[src/rtl/angle_sensor_pkg.sv]
// shared constants and types for the angle sensor register bank
package angle_sensor_pkg;
   localparam logic [6:0] SLAVE_ADDR = 7'h36;
   localparam logic [7:0] ADDR_BURN_COUNT = 8'h00;
   localparam logic [7:0] ADDR_START_HI = 8'h01;
   localparam logic [7:0] ADDR_START_LO = 8'h02;
   localparam logic [7:0] ADDR_STOP_HI = 8'h03;
   localparam logic [7:0] ADDR_STOP_LO = 8'h04;
   localparam logic [7:0] ADDR_SPAN_HI = 8'h05;
   localparam logic [7:0] ADDR_SPAN_LO = 8'h06;
   localparam logic [7:0] ADDR_CFG_HI = 8'h07;
   localparam logic [7:0] ADDR_CFG_LO = 8'h08;
   localparam logic [7:0] ADDR_STATUS = 8'h0b;
   localparam logic [7:0] ADDR_RAW_HI = 8'h0c;
   localparam logic [7:0] ADDR_RAW_LO = 8'h0d;
   localparam logic [7:0] ADDR_SCALED_HI = 8'h0e;
   localparam logic [7:0] ADDR_SCALED_LO = 8'h0f;
   localparam logic [7:0] ADDR_GAIN = 8'h1a;
   localparam logic [7:0] ADDR_MAG_HI = 8'h1b;
   localparam logic [7:0] ADDR_MAG_LO = 8'h1c;
   localparam logic [7:0] ADDR_OTP_CMD = 8'hff;
   localparam logic [7:0] CMD_BURN_ANGLE = 8'h80;
   localparam logic [7:0] CMD_BURN_SETTING = 8'h40;
   localparam logic [7:0] CMD_LOAD_A = 8'h01;
   localparam logic [7:0] CMD_LOAD_B = 8'h11;
   localparam logic [7:0] CMD_LOAD_C = 8'h10;
   localparam logic [1:0] MAX_ANGLE_BURNS = 2'h3;
   localparam int STATUS_STRONG_BIT = 3;
   localparam int STATUS_WEAK_BIT = 4;
   localparam int STATUS_DETECT_BIT = 5;
   localparam logic [3:0] BYTE_BITS = 4'h8;
   localparam logic [11:0] ANGLE_MAX = 12'hfff;
   localparam logic [4:0] DIV_STEPS = 5'h18;

   typedef enum logic [1:0] {
      NOMINAL_POWER, LOW_POWER_ONE, LOW_POWER_TWO, LOW_POWER_THREE
   } power_mode_t;
   typedef enum logic [1:0] {
      ANALOG_FULL, ANALOG_LIMITED, PWM_DIGITAL, STAGE_UNUSED
   } output_stage_t;
   typedef struct packed {
      logic [1:0] reservedBits;
      logic watchdogEnable;
      logic [2:0] fastFilterThreshold;
      logic [1:0] slowFilterField;
      logic [1:0] pulseFrequencyField;
      output_stage_t outputStageField;
      logic [1:0] hysteresisField;
      power_mode_t powerModeField;
   } cfg_t;
   typedef struct packed {
      logic magnetDetected;
      logic magnetWeak;
      logic magnetStrong;
   } magnet_t;
   typedef struct packed {
      logic [1:0] burnCount;
      logic settingsDone;
      logic [15:0] startPos;
      logic [15:0] stopPos;
      logic [15:0] maxSpan;
      logic [15:0] configVal;
   } otp_image_t;
   localparam otp_image_t OTP_BLANK = '0;
   typedef enum logic [2:0] {
      BUS_IDLE, GET_ADDR, ACK_ADDR, GET_PTR, GET_DATA, ACK_RX,
      SEND_DATA, GET_MACK
   } bus_state_t;
endpackage : angle_sensor_pkg

[src/rtl/angle_scaler.sv]
// maps the raw angle onto the configured angular range
module angle_scaler
   import angle_sensor_pkg::*;
(
   input wire logic core_clk,
   input wire logic rst,
   input wire logic [11:0] rawAngle,
   input wire logic [11:0] startPos,
   input wire logic [11:0] stopPos,
   input wire logic [11:0] maxSpan,
   output logic [11:0] scaled
);
   logic [11:0] offset;
   logic [11:0] range;
   logic fullCircle;
   logic [12:0] remShift;
   logic [23:0] num_r;
   logic [12:0] rem_r;
   logic [23:0] quo_r;
   logic [11:0] den_r;
   logic [4:0] step_r;
   logic busy_r;
   logic done_r;

   always_comb
   begin
      offset = rawAngle - startPos;
      if (maxSpan != 12'h000)
         range = maxSpan;
      else
         range = stopPos - startPos;
      // nothing narrowed, or a degenerate range: whole circle
      fullCircle = ((maxSpan == 12'h000) && (stopPos == 12'h000)) ||
                   (range == 12'h000);
      remShift = {rem_r[11:0], num_r[23]};
   end

   // serial divide keeps area small; result lags input by ~26 cycles
   always_ff @(posedge core_clk)
   begin
      if (rst)
      begin
         busy_r <= 1'b0;
         done_r <= 1'b0;
         step_r <= 5'h00;
         num_r <= 24'h000000;
         rem_r <= 13'h0000;
         quo_r <= 24'h000000;
         den_r <= 12'h000;
         scaled <= 12'h000;
      end
      else if (!busy_r)
      begin
         if (done_r)
         begin
            scaled <= quo_r[11:0];
            done_r <= 1'b0;
         end
         else if (fullCircle)
            scaled <= offset;
         else if (offset >= range)
            scaled <= ANGLE_MAX;
         else
         begin
            // full resolution spread over the narrowed range
            num_r <= 24'(offset) * 24'(ANGLE_MAX);
            den_r <= range;
            rem_r <= 13'h0000;
            quo_r <= 24'h000000;
            step_r <= DIV_STEPS;
            busy_r <= 1'b1;
         end
      end
      else
      begin
         num_r <= {num_r[22:0], 1'b0};
         if (remShift >= {1'b0, den_r})
         begin
            rem_r <= remShift - {1'b0, den_r};
            quo_r <= {quo_r[22:0], 1'b1};
         end
         else
         begin
            rem_r <= remShift;
            quo_r <= {quo_r[22:0], 1'b0};
         end
         step_r <= step_r - 5'h01;
         if (step_r == 5'h01)
         begin
            busy_r <= 1'b0;
            done_r <= 1'b1;
         end
      end
   end
endmodule : angle_scaler

[src/rtl/otp_store.sv]
// one-time-programmable image of the range and settings
module otp_store
   import angle_sensor_pkg::*;
#(
   parameter otp_image_t FACTORY_IMAGE = OTP_BLANK
)
(
   input wire logic core_clk,
   input wire logic burnAngle,
   input wire logic burnSetting,
   input wire logic magnetDetected,
   input wire logic [15:0] startPos,
   input wire logic [15:0] stopPos,
   input wire logic [15:0] maxSpan,
   input wire logic [15:0] configVal,
   output otp_image_t image
);
   // fuses survive the logic reset, so they take no reset term
   otp_image_t fuse_r = FACTORY_IMAGE;

   assign image = fuse_r;

   // a fuse can only be blown, never cleared, except burnCount, which counts up
   always_ff @(posedge core_clk)
   begin
      if (burnAngle && magnetDetected &&
          fuse_r.burnCount != MAX_ANGLE_BURNS)
      begin
         fuse_r.startPos <= fuse_r.startPos | startPos;
         fuse_r.stopPos <= fuse_r.stopPos | stopPos;
         fuse_r.burnCount <= fuse_r.burnCount + 2'h1;
      end
      if (burnSetting && !fuse_r.settingsDone)
      begin
         fuse_r.configVal <= fuse_r.configVal | configVal;
         if (fuse_r.burnCount == 2'h0)
            fuse_r.maxSpan <= fuse_r.maxSpan | maxSpan;
         fuse_r.settingsDone <= 1'b1;
      end
   end
endmodule : otp_store

[src/rtl/angle_sensor_register_bank.sv]
// two-wire slave and register bank of the rotary angle sensor
// Functional notes
// - registers reached over two-wire bus, slave address 0x36.
// - one-time-programmable storage keeps configuration across power cycles.
// - start, stop, span are 12-bit, high nibble then low byte.
// - no range set gives full circle; else output scaled onto range.
// - power-up loads programmed values; unprogrammed bits read zero.
// - configuration word 14 bits at 0x07 high and 0x08 low.
// - bits 1:0 select nominal or one of three low-power modes.
// - bits 3:2 set hysteresis off, one, two or three LSBs.
// - bits 5:4 pick full analog, 10-90% analog, or PWM.
// - bits 7:6 set PWM frequency 115, 230, 460, 920 Hz.
// - bits 9:8 set slow filter 16x, 8x, 4x, 2x.
// - bits 12:10 set fast filter threshold; zero means slow only.
// - bit 13 enables the watchdog.
// - write 0x80 or 0x40 to 0xFF burns; location write-only.
// - unscaled angle is raw; scaled angle mapped onto range.
// - burn counter counts angle burns; at most three allowed.
// - span burns only with counter zero; settings burn once.
// - status flags show magnet too strong, too weak, detected.
module angle_sensor_register_bank
   import angle_sensor_pkg::*;
(
   input wire logic core_clk,
   input wire logic rst,
   input wire logic sclIn,
   input wire logic sdaIn,
   output logic sdaOut,
   output logic sdaOe,
   input wire logic [11:0] rawAngle,
   input magnet_t magnetState,
   input wire logic [7:0] gainLevel,
   input wire logic [11:0] cordicMagnitude,
   output cfg_t configWord,
   output logic [11:0] scaledAngle
);
   logic [1:0] sclSync_r;
   logic [1:0] sdaSync_r;
   logic sclPrev_r;
   logic sdaPrev_r;
   logic scl;
   logic sda;
   logic sclRise;
   logic sclFall;
   logic startCond;
   logic stopCond;

   bus_state_t state_r;
   logic [3:0] bitCnt_r;
   logic [7:0] shift_r;
   logic [7:0] txShift_r;
   logic [7:0] ptr_r;
   logic isRead_r;
   logic masterAck_r;
   logic sdaOe_r;
   logic wrStb_r;
   logic [7:0] wrAddr_r;
   logic [7:0] wrData_r;

   logic [15:0] start_r;
   logic [15:0] stop_r;
   logic [15:0] span_r;
   logic [15:0] config_r;
   logic [7:0] rdByte;
   logic [7:0] statusByte;
   logic cmdWrite;
   logic burnAngle;
   logic burnSetting;
   logic reload;
   otp_image_t otpImage;
   logic [11:0] scaledOut;

   function automatic logic isWritable(input logic [7:0] a);
      return (a >= ADDR_START_HI && a <= ADDR_CFG_LO) ||
             a == ADDR_OTP_CMD;
   endfunction : isWritable

   function automatic logic isMapped(input logic [7:0] a);
      return a <= ADDR_CFG_LO ||
             (a >= ADDR_STATUS && a <= ADDR_SCALED_LO) ||
             (a >= ADDR_GAIN && a <= ADDR_MAG_LO) ||
             a == ADDR_OTP_CMD;
   endfunction : isMapped

   // bus pins come from another domain; second stage feeds logic
   always_ff @(posedge core_clk)
   begin
      if (rst)
      begin
         sclSync_r <= 2'h3;
         sdaSync_r <= 2'h3;
         sclPrev_r <= 1'b1;
         sdaPrev_r <= 1'b1;
      end
      else
      begin
         sclSync_r <= {sclSync_r[0], sclIn};
         sdaSync_r <= {sdaSync_r[0], sdaIn};
         sclPrev_r <= sclSync_r[1];
         sdaPrev_r <= sdaSync_r[1];
      end
   end

   assign scl = sclSync_r[1];
   assign sda = sdaSync_r[1];
   assign sclRise = scl & ~sclPrev_r;
   assign sclFall = ~scl & sclPrev_r;
   assign startCond = scl & sclPrev_r & sdaPrev_r & ~sda;
   assign stopCond = scl & sclPrev_r & ~sdaPrev_r & sda;

   // byte engine; sda only changes on scl falling edges
   always_ff @(posedge core_clk)
   begin
      if (rst)
      begin
         state_r <= BUS_IDLE;
         bitCnt_r <= 4'h0;
         shift_r <= 8'h00;
         txShift_r <= 8'h00;
         ptr_r <= 8'h00;
         isRead_r <= 1'b0;
         masterAck_r <= 1'b0;
         sdaOe_r <= 1'b0;
         wrStb_r <= 1'b0;
         wrAddr_r <= 8'h00;
         wrData_r <= 8'h00;
      end
      else
      begin
         wrStb_r <= 1'b0;
         if (stopCond)
         begin
            state_r <= BUS_IDLE;
            sdaOe_r <= 1'b0;
         end
         else if (startCond)
         begin
            state_r <= GET_ADDR;
            bitCnt_r <= 4'h0;
            sdaOe_r <= 1'b0;
         end
         else if (sclRise)
         begin
            if (state_r == GET_MACK)
               masterAck_r <= ~sda;
            else if (state_r == GET_ADDR || state_r == GET_PTR ||
                     state_r == GET_DATA || state_r == SEND_DATA)
            begin
               shift_r <= {shift_r[6:0], sda};
               bitCnt_r <= bitCnt_r + 4'h1;
            end
         end
         else if (sclFall)
         begin
            case (state_r)
               GET_ADDR:
                  if (bitCnt_r == BYTE_BITS)
                  begin
                     if (shift_r[7:1] == SLAVE_ADDR)
                     begin
                        state_r <= ACK_ADDR;
                        isRead_r <= shift_r[0];
                        sdaOe_r <= 1'b1;
                     end
                     else
                        state_r <= BUS_IDLE;
                  end
               ACK_ADDR:
               begin
                  bitCnt_r <= 4'h0;
                  if (isRead_r)
                  begin
                     state_r <= SEND_DATA;
                     txShift_r <= rdByte;
                     sdaOe_r <= ~rdByte[7];
                  end
                  else
                  begin
                     state_r <= GET_PTR;
                     sdaOe_r <= 1'b0;
                  end
               end
               GET_PTR:
                  if (bitCnt_r == BYTE_BITS)
                  begin
                     ptr_r <= shift_r;
                     sdaOe_r <= isMapped(shift_r);
                     state_r <= ACK_RX;
                  end
               GET_DATA:
                  if (bitCnt_r == BYTE_BITS)
                  begin
                     // unmapped or read-only: no ack, no store
                     sdaOe_r <= isWritable(ptr_r);
                     wrStb_r <= isWritable(ptr_r);
                     wrAddr_r <= ptr_r;
                     wrData_r <= shift_r;
                     ptr_r <= ptr_r + 8'h01;
                     state_r <= ACK_RX;
                  end
               ACK_RX:
               begin
                  sdaOe_r <= 1'b0;
                  bitCnt_r <= 4'h0;
                  state_r <= GET_DATA;
               end
               SEND_DATA:
                  if (bitCnt_r == BYTE_BITS)
                  begin
                     sdaOe_r <= 1'b0;
                     ptr_r <= ptr_r + 8'h01;
                     state_r <= GET_MACK;
                  end
                  else
                  begin
                     txShift_r <= {txShift_r[6:0], 1'b0};
                     sdaOe_r <= ~txShift_r[6];
                  end
               GET_MACK:
                  if (masterAck_r)
                  begin
                     txShift_r <= rdByte;
                     sdaOe_r <= ~rdByte[7];
                     bitCnt_r <= 4'h0;
                     state_r <= SEND_DATA;
                  end
                  else
                     state_r <= BUS_IDLE;
               default:
                  state_r <= BUS_IDLE;
            endcase
         end
      end
   end

   assign sdaOe = sdaOe_r;

   // open-drain: the pin is only ever pulled low
   always_ff @(posedge core_clk)
   begin
      sdaOut <= 1'b0;
   end

   assign cmdWrite = wrStb_r && wrAddr_r == ADDR_OTP_CMD;
   assign burnAngle = cmdWrite && wrData_r == CMD_BURN_ANGLE;
   assign burnSetting = cmdWrite && wrData_r == CMD_BURN_SETTING;
   assign reload = cmdWrite && (wrData_r == CMD_LOAD_A ||
                   wrData_r == CMD_LOAD_B || wrData_r == CMD_LOAD_C);

   // whole bytes are kept so reserved bits read back as written
   always_ff @(posedge core_clk)
   begin
      if (rst || reload)
      begin
         start_r <= otpImage.startPos;
         stop_r <= otpImage.stopPos;
         span_r <= otpImage.maxSpan;
         config_r <= otpImage.configVal;
      end
      else if (wrStb_r)
      begin
         if (wrAddr_r == ADDR_START_HI)
            start_r[15:8] <= wrData_r;
         else if (wrAddr_r == ADDR_START_LO)
            start_r[7:0] <= wrData_r;
         else if (wrAddr_r == ADDR_STOP_HI)
            stop_r[15:8] <= wrData_r;
         else if (wrAddr_r == ADDR_STOP_LO)
            stop_r[7:0] <= wrData_r;
         else if (wrAddr_r == ADDR_SPAN_HI)
            span_r[15:8] <= wrData_r;
         else if (wrAddr_r == ADDR_SPAN_LO)
            span_r[7:0] <= wrData_r;
         else if (wrAddr_r == ADDR_CFG_HI)
            config_r[15:8] <= wrData_r;
         else if (wrAddr_r == ADDR_CFG_LO)
            config_r[7:0] <= wrData_r;
      end
   end

   // fields drive power, filter, output and watchdog logic
   assign configWord = cfg_t'(config_r);

   always_comb
   begin
      statusByte = 8'h00;
      statusByte[STATUS_STRONG_BIT] = magnetState.magnetStrong;
      statusByte[STATUS_WEAK_BIT] = magnetState.magnetWeak;
      statusByte[STATUS_DETECT_BIT] = magnetState.magnetDetected;
   end

   // command location and unmapped addresses read as zero
   always_comb
   begin
      rdByte = 8'h00;
      if (ptr_r == ADDR_BURN_COUNT)
         rdByte = {6'h00, otpImage.burnCount};
      else if (ptr_r == ADDR_START_HI)
         rdByte = start_r[15:8];
      else if (ptr_r == ADDR_START_LO)
         rdByte = start_r[7:0];
      else if (ptr_r == ADDR_STOP_HI)
         rdByte = stop_r[15:8];
      else if (ptr_r == ADDR_STOP_LO)
         rdByte = stop_r[7:0];
      else if (ptr_r == ADDR_SPAN_HI)
         rdByte = span_r[15:8];
      else if (ptr_r == ADDR_SPAN_LO)
         rdByte = span_r[7:0];
      else if (ptr_r == ADDR_CFG_HI)
         rdByte = config_r[15:8];
      else if (ptr_r == ADDR_CFG_LO)
         rdByte = config_r[7:0];
      else if (ptr_r == ADDR_STATUS)
         rdByte = statusByte;
      else if (ptr_r == ADDR_RAW_HI)
         rdByte = {4'h0, rawAngle[11:8]};
      else if (ptr_r == ADDR_RAW_LO)
         rdByte = rawAngle[7:0];
      else if (ptr_r == ADDR_SCALED_HI)
         rdByte = {4'h0, scaledOut[11:8]};
      else if (ptr_r == ADDR_SCALED_LO)
         rdByte = scaledOut[7:0];
      else if (ptr_r == ADDR_GAIN)
         rdByte = gainLevel;
      else if (ptr_r == ADDR_MAG_HI)
         rdByte = {4'h0, cordicMagnitude[11:8]};
      else if (ptr_r == ADDR_MAG_LO)
         rdByte = cordicMagnitude[7:0];
   end

   otp_store u_otp (
      .core_clk(core_clk),
      .burnAngle(burnAngle),
      .burnSetting(burnSetting),
      .magnetDetected(magnetState.magnetDetected),
      .startPos(start_r),
      .stopPos(stop_r),
      .maxSpan(span_r),
      .configVal(config_r),
      .image(otpImage)
   );

   // ranges under 18 degrees are not guarded here
   angle_scaler u_scaler (
      .core_clk(core_clk),
      .rst(rst),
      .rawAngle(rawAngle),
      .startPos(start_r[11:0]),
      .stopPos(stop_r[11:0]),
      .maxSpan(span_r[11:0]),
      .scaled(scaledOut)
   );

   assign scaledAngle = scaledOut;
endmodule : angle_sensor_register_bank

[config.mk]
export PLATFORM = sky130hd
export DESIGN_NAME = angle_sensor_register_bank
export DESIGN_NICKNAME = d
export VERILOG_FILES = /design/src/rtl/angle_sensor_pkg.sv /design/src/rtl/angle_scaler.sv /design/src/rtl/otp_store.sv /design/src/rtl/angle_sensor_register_bank.sv
export SDC_FILE = /design/constraint.sdc
export NUM_CORES = 1
export LEC_CHECK = 0
export ABC_AREA = 1
export ABC_CLOCK_PERIOD_IN_PS = 10600
export BUFFER_PORTS_ARGS = -buffer_cell sky130_fd_sc_hd__buf_2
export CORE_MARGIN = 8
export CORE_UTILIZATION = 55
export DETAILED_ROUTE_END_ITERATION = 7
export PLACE_DENSITY_LB_ADDON = 0.12
export SLEW_MARGIN = 10
export SYNTH_ARGS = -nofsm -noshare
export SYNTH_HDL_FRONTEND = slang
export SYNTH_SLANG_ARGS = --single-unit
[constraint.sdc]
create_clock -name core_clk -period 10.6 [get_ports core_clk]
set_input_delay 1.59 -clock core_clk [delete_from_list [all_inputs] [get_ports core_clk]]
set_output_delay 1.59 -clock core_clk [all_outputs]
set_load 0.01 [all_outputs]
==> results_dict.tcl <==
set metrics [dict create \
    drc 0 \
    path_clk_slew_ns 0.06 \
    area_growth_pct 8.44 \
    synth_ff_type "dfxtp_1" \
    gp_congestion 0.946 \
    crit_path_max_fanout 6 \
    yosys.area.top_type_share_pct 17.6 \
    setup_viol 0 \
    crit_path_end_kind "register" \
    vias 15000 \
    chipHeight_microns 190 \
    grt_pass1_vias 14600 \
    grt_pass1_wl_microns 76600 \
    grt_overflow 0 \
    met3_length_microns 2660 \
    hold_buffers 0 \
    routed_wl_microns 48400 \
    netlist_area_sq_um 16700 \
    async_reset_ff_share_pct 0 \
    cts_sinks 233 \
    vias_per_cell 5.58 \
    top_level_ports 69 \
    grt_usage_pct 26.5 \
    yosysSeqAreaShare_pct 33.8 \
    hp-class "register to register" \
    synth.most_common_cell "nand2_1" \
    cts_resized 0 \
    cp-start-kind "input pin" \
    cts-htree-levels 1 \
    synth_edf_count 98 \
    fillers 2804 \
    finalMaxSlewViolations 0 \
    die_w_microns 190 \
    dpl.hpwl_microns 37600 \
    drt_iter0_drc 1139 \
    max_stage_delay_ns 0.55 \
    slowest_stage "fa_1" \
    dr.pass1.iters 5 \
    cts_buffer_depth 3 \
    highest_layer "met4" \
    fmax_mhz 130 \
    ys_seq_elements 233 \
    cts_tree "done" \
    cp.required_ns 11.04 \
    synth_top_area_cell "edfxtp_1" \
    post-route-period-util_pct 72.8 \
    postRouteAntennaNets 0 \
    num-nets-final 2504 \
    min_period_ns 7.72 \
    status "finished, final reports clean" \
    cts_root_buf "clkbuf_16" \
    drt-wirelength-per-cell_microns 17.9 \
    row_count 63 \
    cap_violations 0 \
    cts_buffers 25 \
    max-slew-margin-rel_pct 21.9 \
    yosys_warnings 0 \
    avgSynthCellArea_sq_um 7.42 \
    antenna_found_initial 0 \
    drive_above_1_share_pct 6.98 \
    ys_top_cells_by_count "nand2_1 (510), inv_1 (368), a21oi_1 (198)" \
    tns_ns 0 \
    critPathMostFrequentCell "inv_1" \
    synthCells 2250 \
    ys_types 59 \
    crit_arrival_ns 8.16 \
    core_sq_um 29800 \
    post_cts_buffers 0 \
    skew_ns 0.0126 \
    rsz0062_at_grt "no" \
    hold_viol_final 0 \
    clkLatencyLatePin_ns 0.54 \
    wl_met1_microns 19400 \
    initial_core_util_pct 56.0 \
    grt_max_degree 81 \
    antenna_cells 0 \
    synth_fp_nets 2465 \
    synth_area_leaders "edfxtp_1 (18%), dfxtp_1 (16%), nand2_1 (11%)" \
    dr_wl_met2_microns 23300 \
    worstMarginPinSlew_ns 1.17 \
    port_buffers 67 \
    die_area_sq_um 36200 \
    crit_type "input pin to register" \
]
[per-stage QoR]
stage	std cells	utilization [%]	instance area (sq um)	setup slack [ns]	hold WS (ns)
after floorplan	2250	-	16700	3.11	0.389
after global placement	2652	58.1	17300	2.35	0.397
after detailed placement	2652	58.1	17300	2.29	0.397
after CTS	2696	60.7	18100	2.81	0.422
after global routing	2696	60.7	18100	2.33	0.435
final	2696	60.7	18100	2.88	0.429
[layout by cell type (no fill, tap or decap), drive strengths merged, types with 9 or more instances in the layout]
cell type,Yosys,final
a21oi,198,198
buf,21,77
clkbuf,44,34
clkinv,5,11
dfxtp,135,135
edfxtp,98,98
fa,54,54
ha,122,122
inv,376,378
nand2,515,515
nand3,136,136
nand4,47,47
nor2,169,169
nor3,30,30
nor4,13,13
o21ai,153,153
o21bai,9,9
or2,15,15
xnor2,20,20
xor2,39,39
[metal layers]
layer | track usage, % | up-vias
li1 | - | 7400
met1 | 31.9 | 7041
met2 | 45.5 | 466
met3 | 3.08 | 127
met4 | 14.9 | 0
met5 | 0 | -
[flip-flops by register name, summed over array words and instances, names as in the netlist, 2 cells and up]
| signal | flops |
|---|---|
| sdaSync_r | 2 |
| start_r | 16 |
| bitCnt_r | 4 |
| sclSync_r | 2 |
| ptr_r | 8 |
| span_r | 16 |
| u_scaler.step_r | 5 |
| u_otp.image | 34 |
| configWord | 16 |
| u_scaler.quo_r | 12 |
| u_scaler.scaled | 12 |
| txShift_r | 7 |
| u_scaler.den_r | 12 |
| shift_r | 8 |
| wrAddr_r | 8 |
| stop_r | 16 |
| u_scaler.num_r | 24 |
| state_r | 3 |
| wrData_r | 8 |
| u_scaler.rem_r | 12 |
[logic make-up (layout without fill, tap and decap cells)]
family                   count (synthesis)  after routing  synth area share (%)
XOR/XNOR                                59             59                  3.23
other                                    1              1                0.0225
buffers and inverters                  446            502                  10.4
AND/OR/NAND/NOR                        932            932                  24.0
adder cells (fa/ha/maj)                176            176                  15.6
AO/OA/AOI/OAI                          403            403                  12.9
flip-flops                             233            233                  33.8
[worst max-delay path, delay by kind of cell]
| family | cells | cell delay (ns) |
|---|---|---|
| AO/OA/AOI/OAI | 4 | 0.65 |
| XOR/XNOR | 3 | 1.13 |
| adder cells (fa/ha/maj) | 7 | 3.24 |
| buffers and inverters | 8 | 0.77 |
| AND/OR/NAND/NOR | 9 | 0.78 |
[worst paths after layout]
path | start | end | slack [ns] | depth (start not counted)
worst min-delay path | sclSync_r[0] | sclSync_r[1] | 0.43 | 1
worst max-delay path | rawAngle[2] | u_scaler.num_r[21] | 2.88 | 31
worst max register to register | start_r[2] | u_scaler.num_r[21] | 3.53 | 32
worst min register to register | sclSync_r[0] | sclSync_r[1] | 0.43 | 1
[layout make-up]
class                           instances  area, sq um  share of cell area (%)
Clock buffer                           34          709                    3.92
Clock inverter                         10         92.6                   0.512
Inverter                              381         1430                    7.92
Multi-Input combinational cell       1571         9320                    51.5
Sequential cell                       233         5650                    31.2
Tap cell                              390          488                    2.70
Timing Repair Buffer                   77          410                    2.27
Power is left out: the tool's default activity adds up to more than one toggle a clock period on the data nets, which glitch-free logic cannot reach.
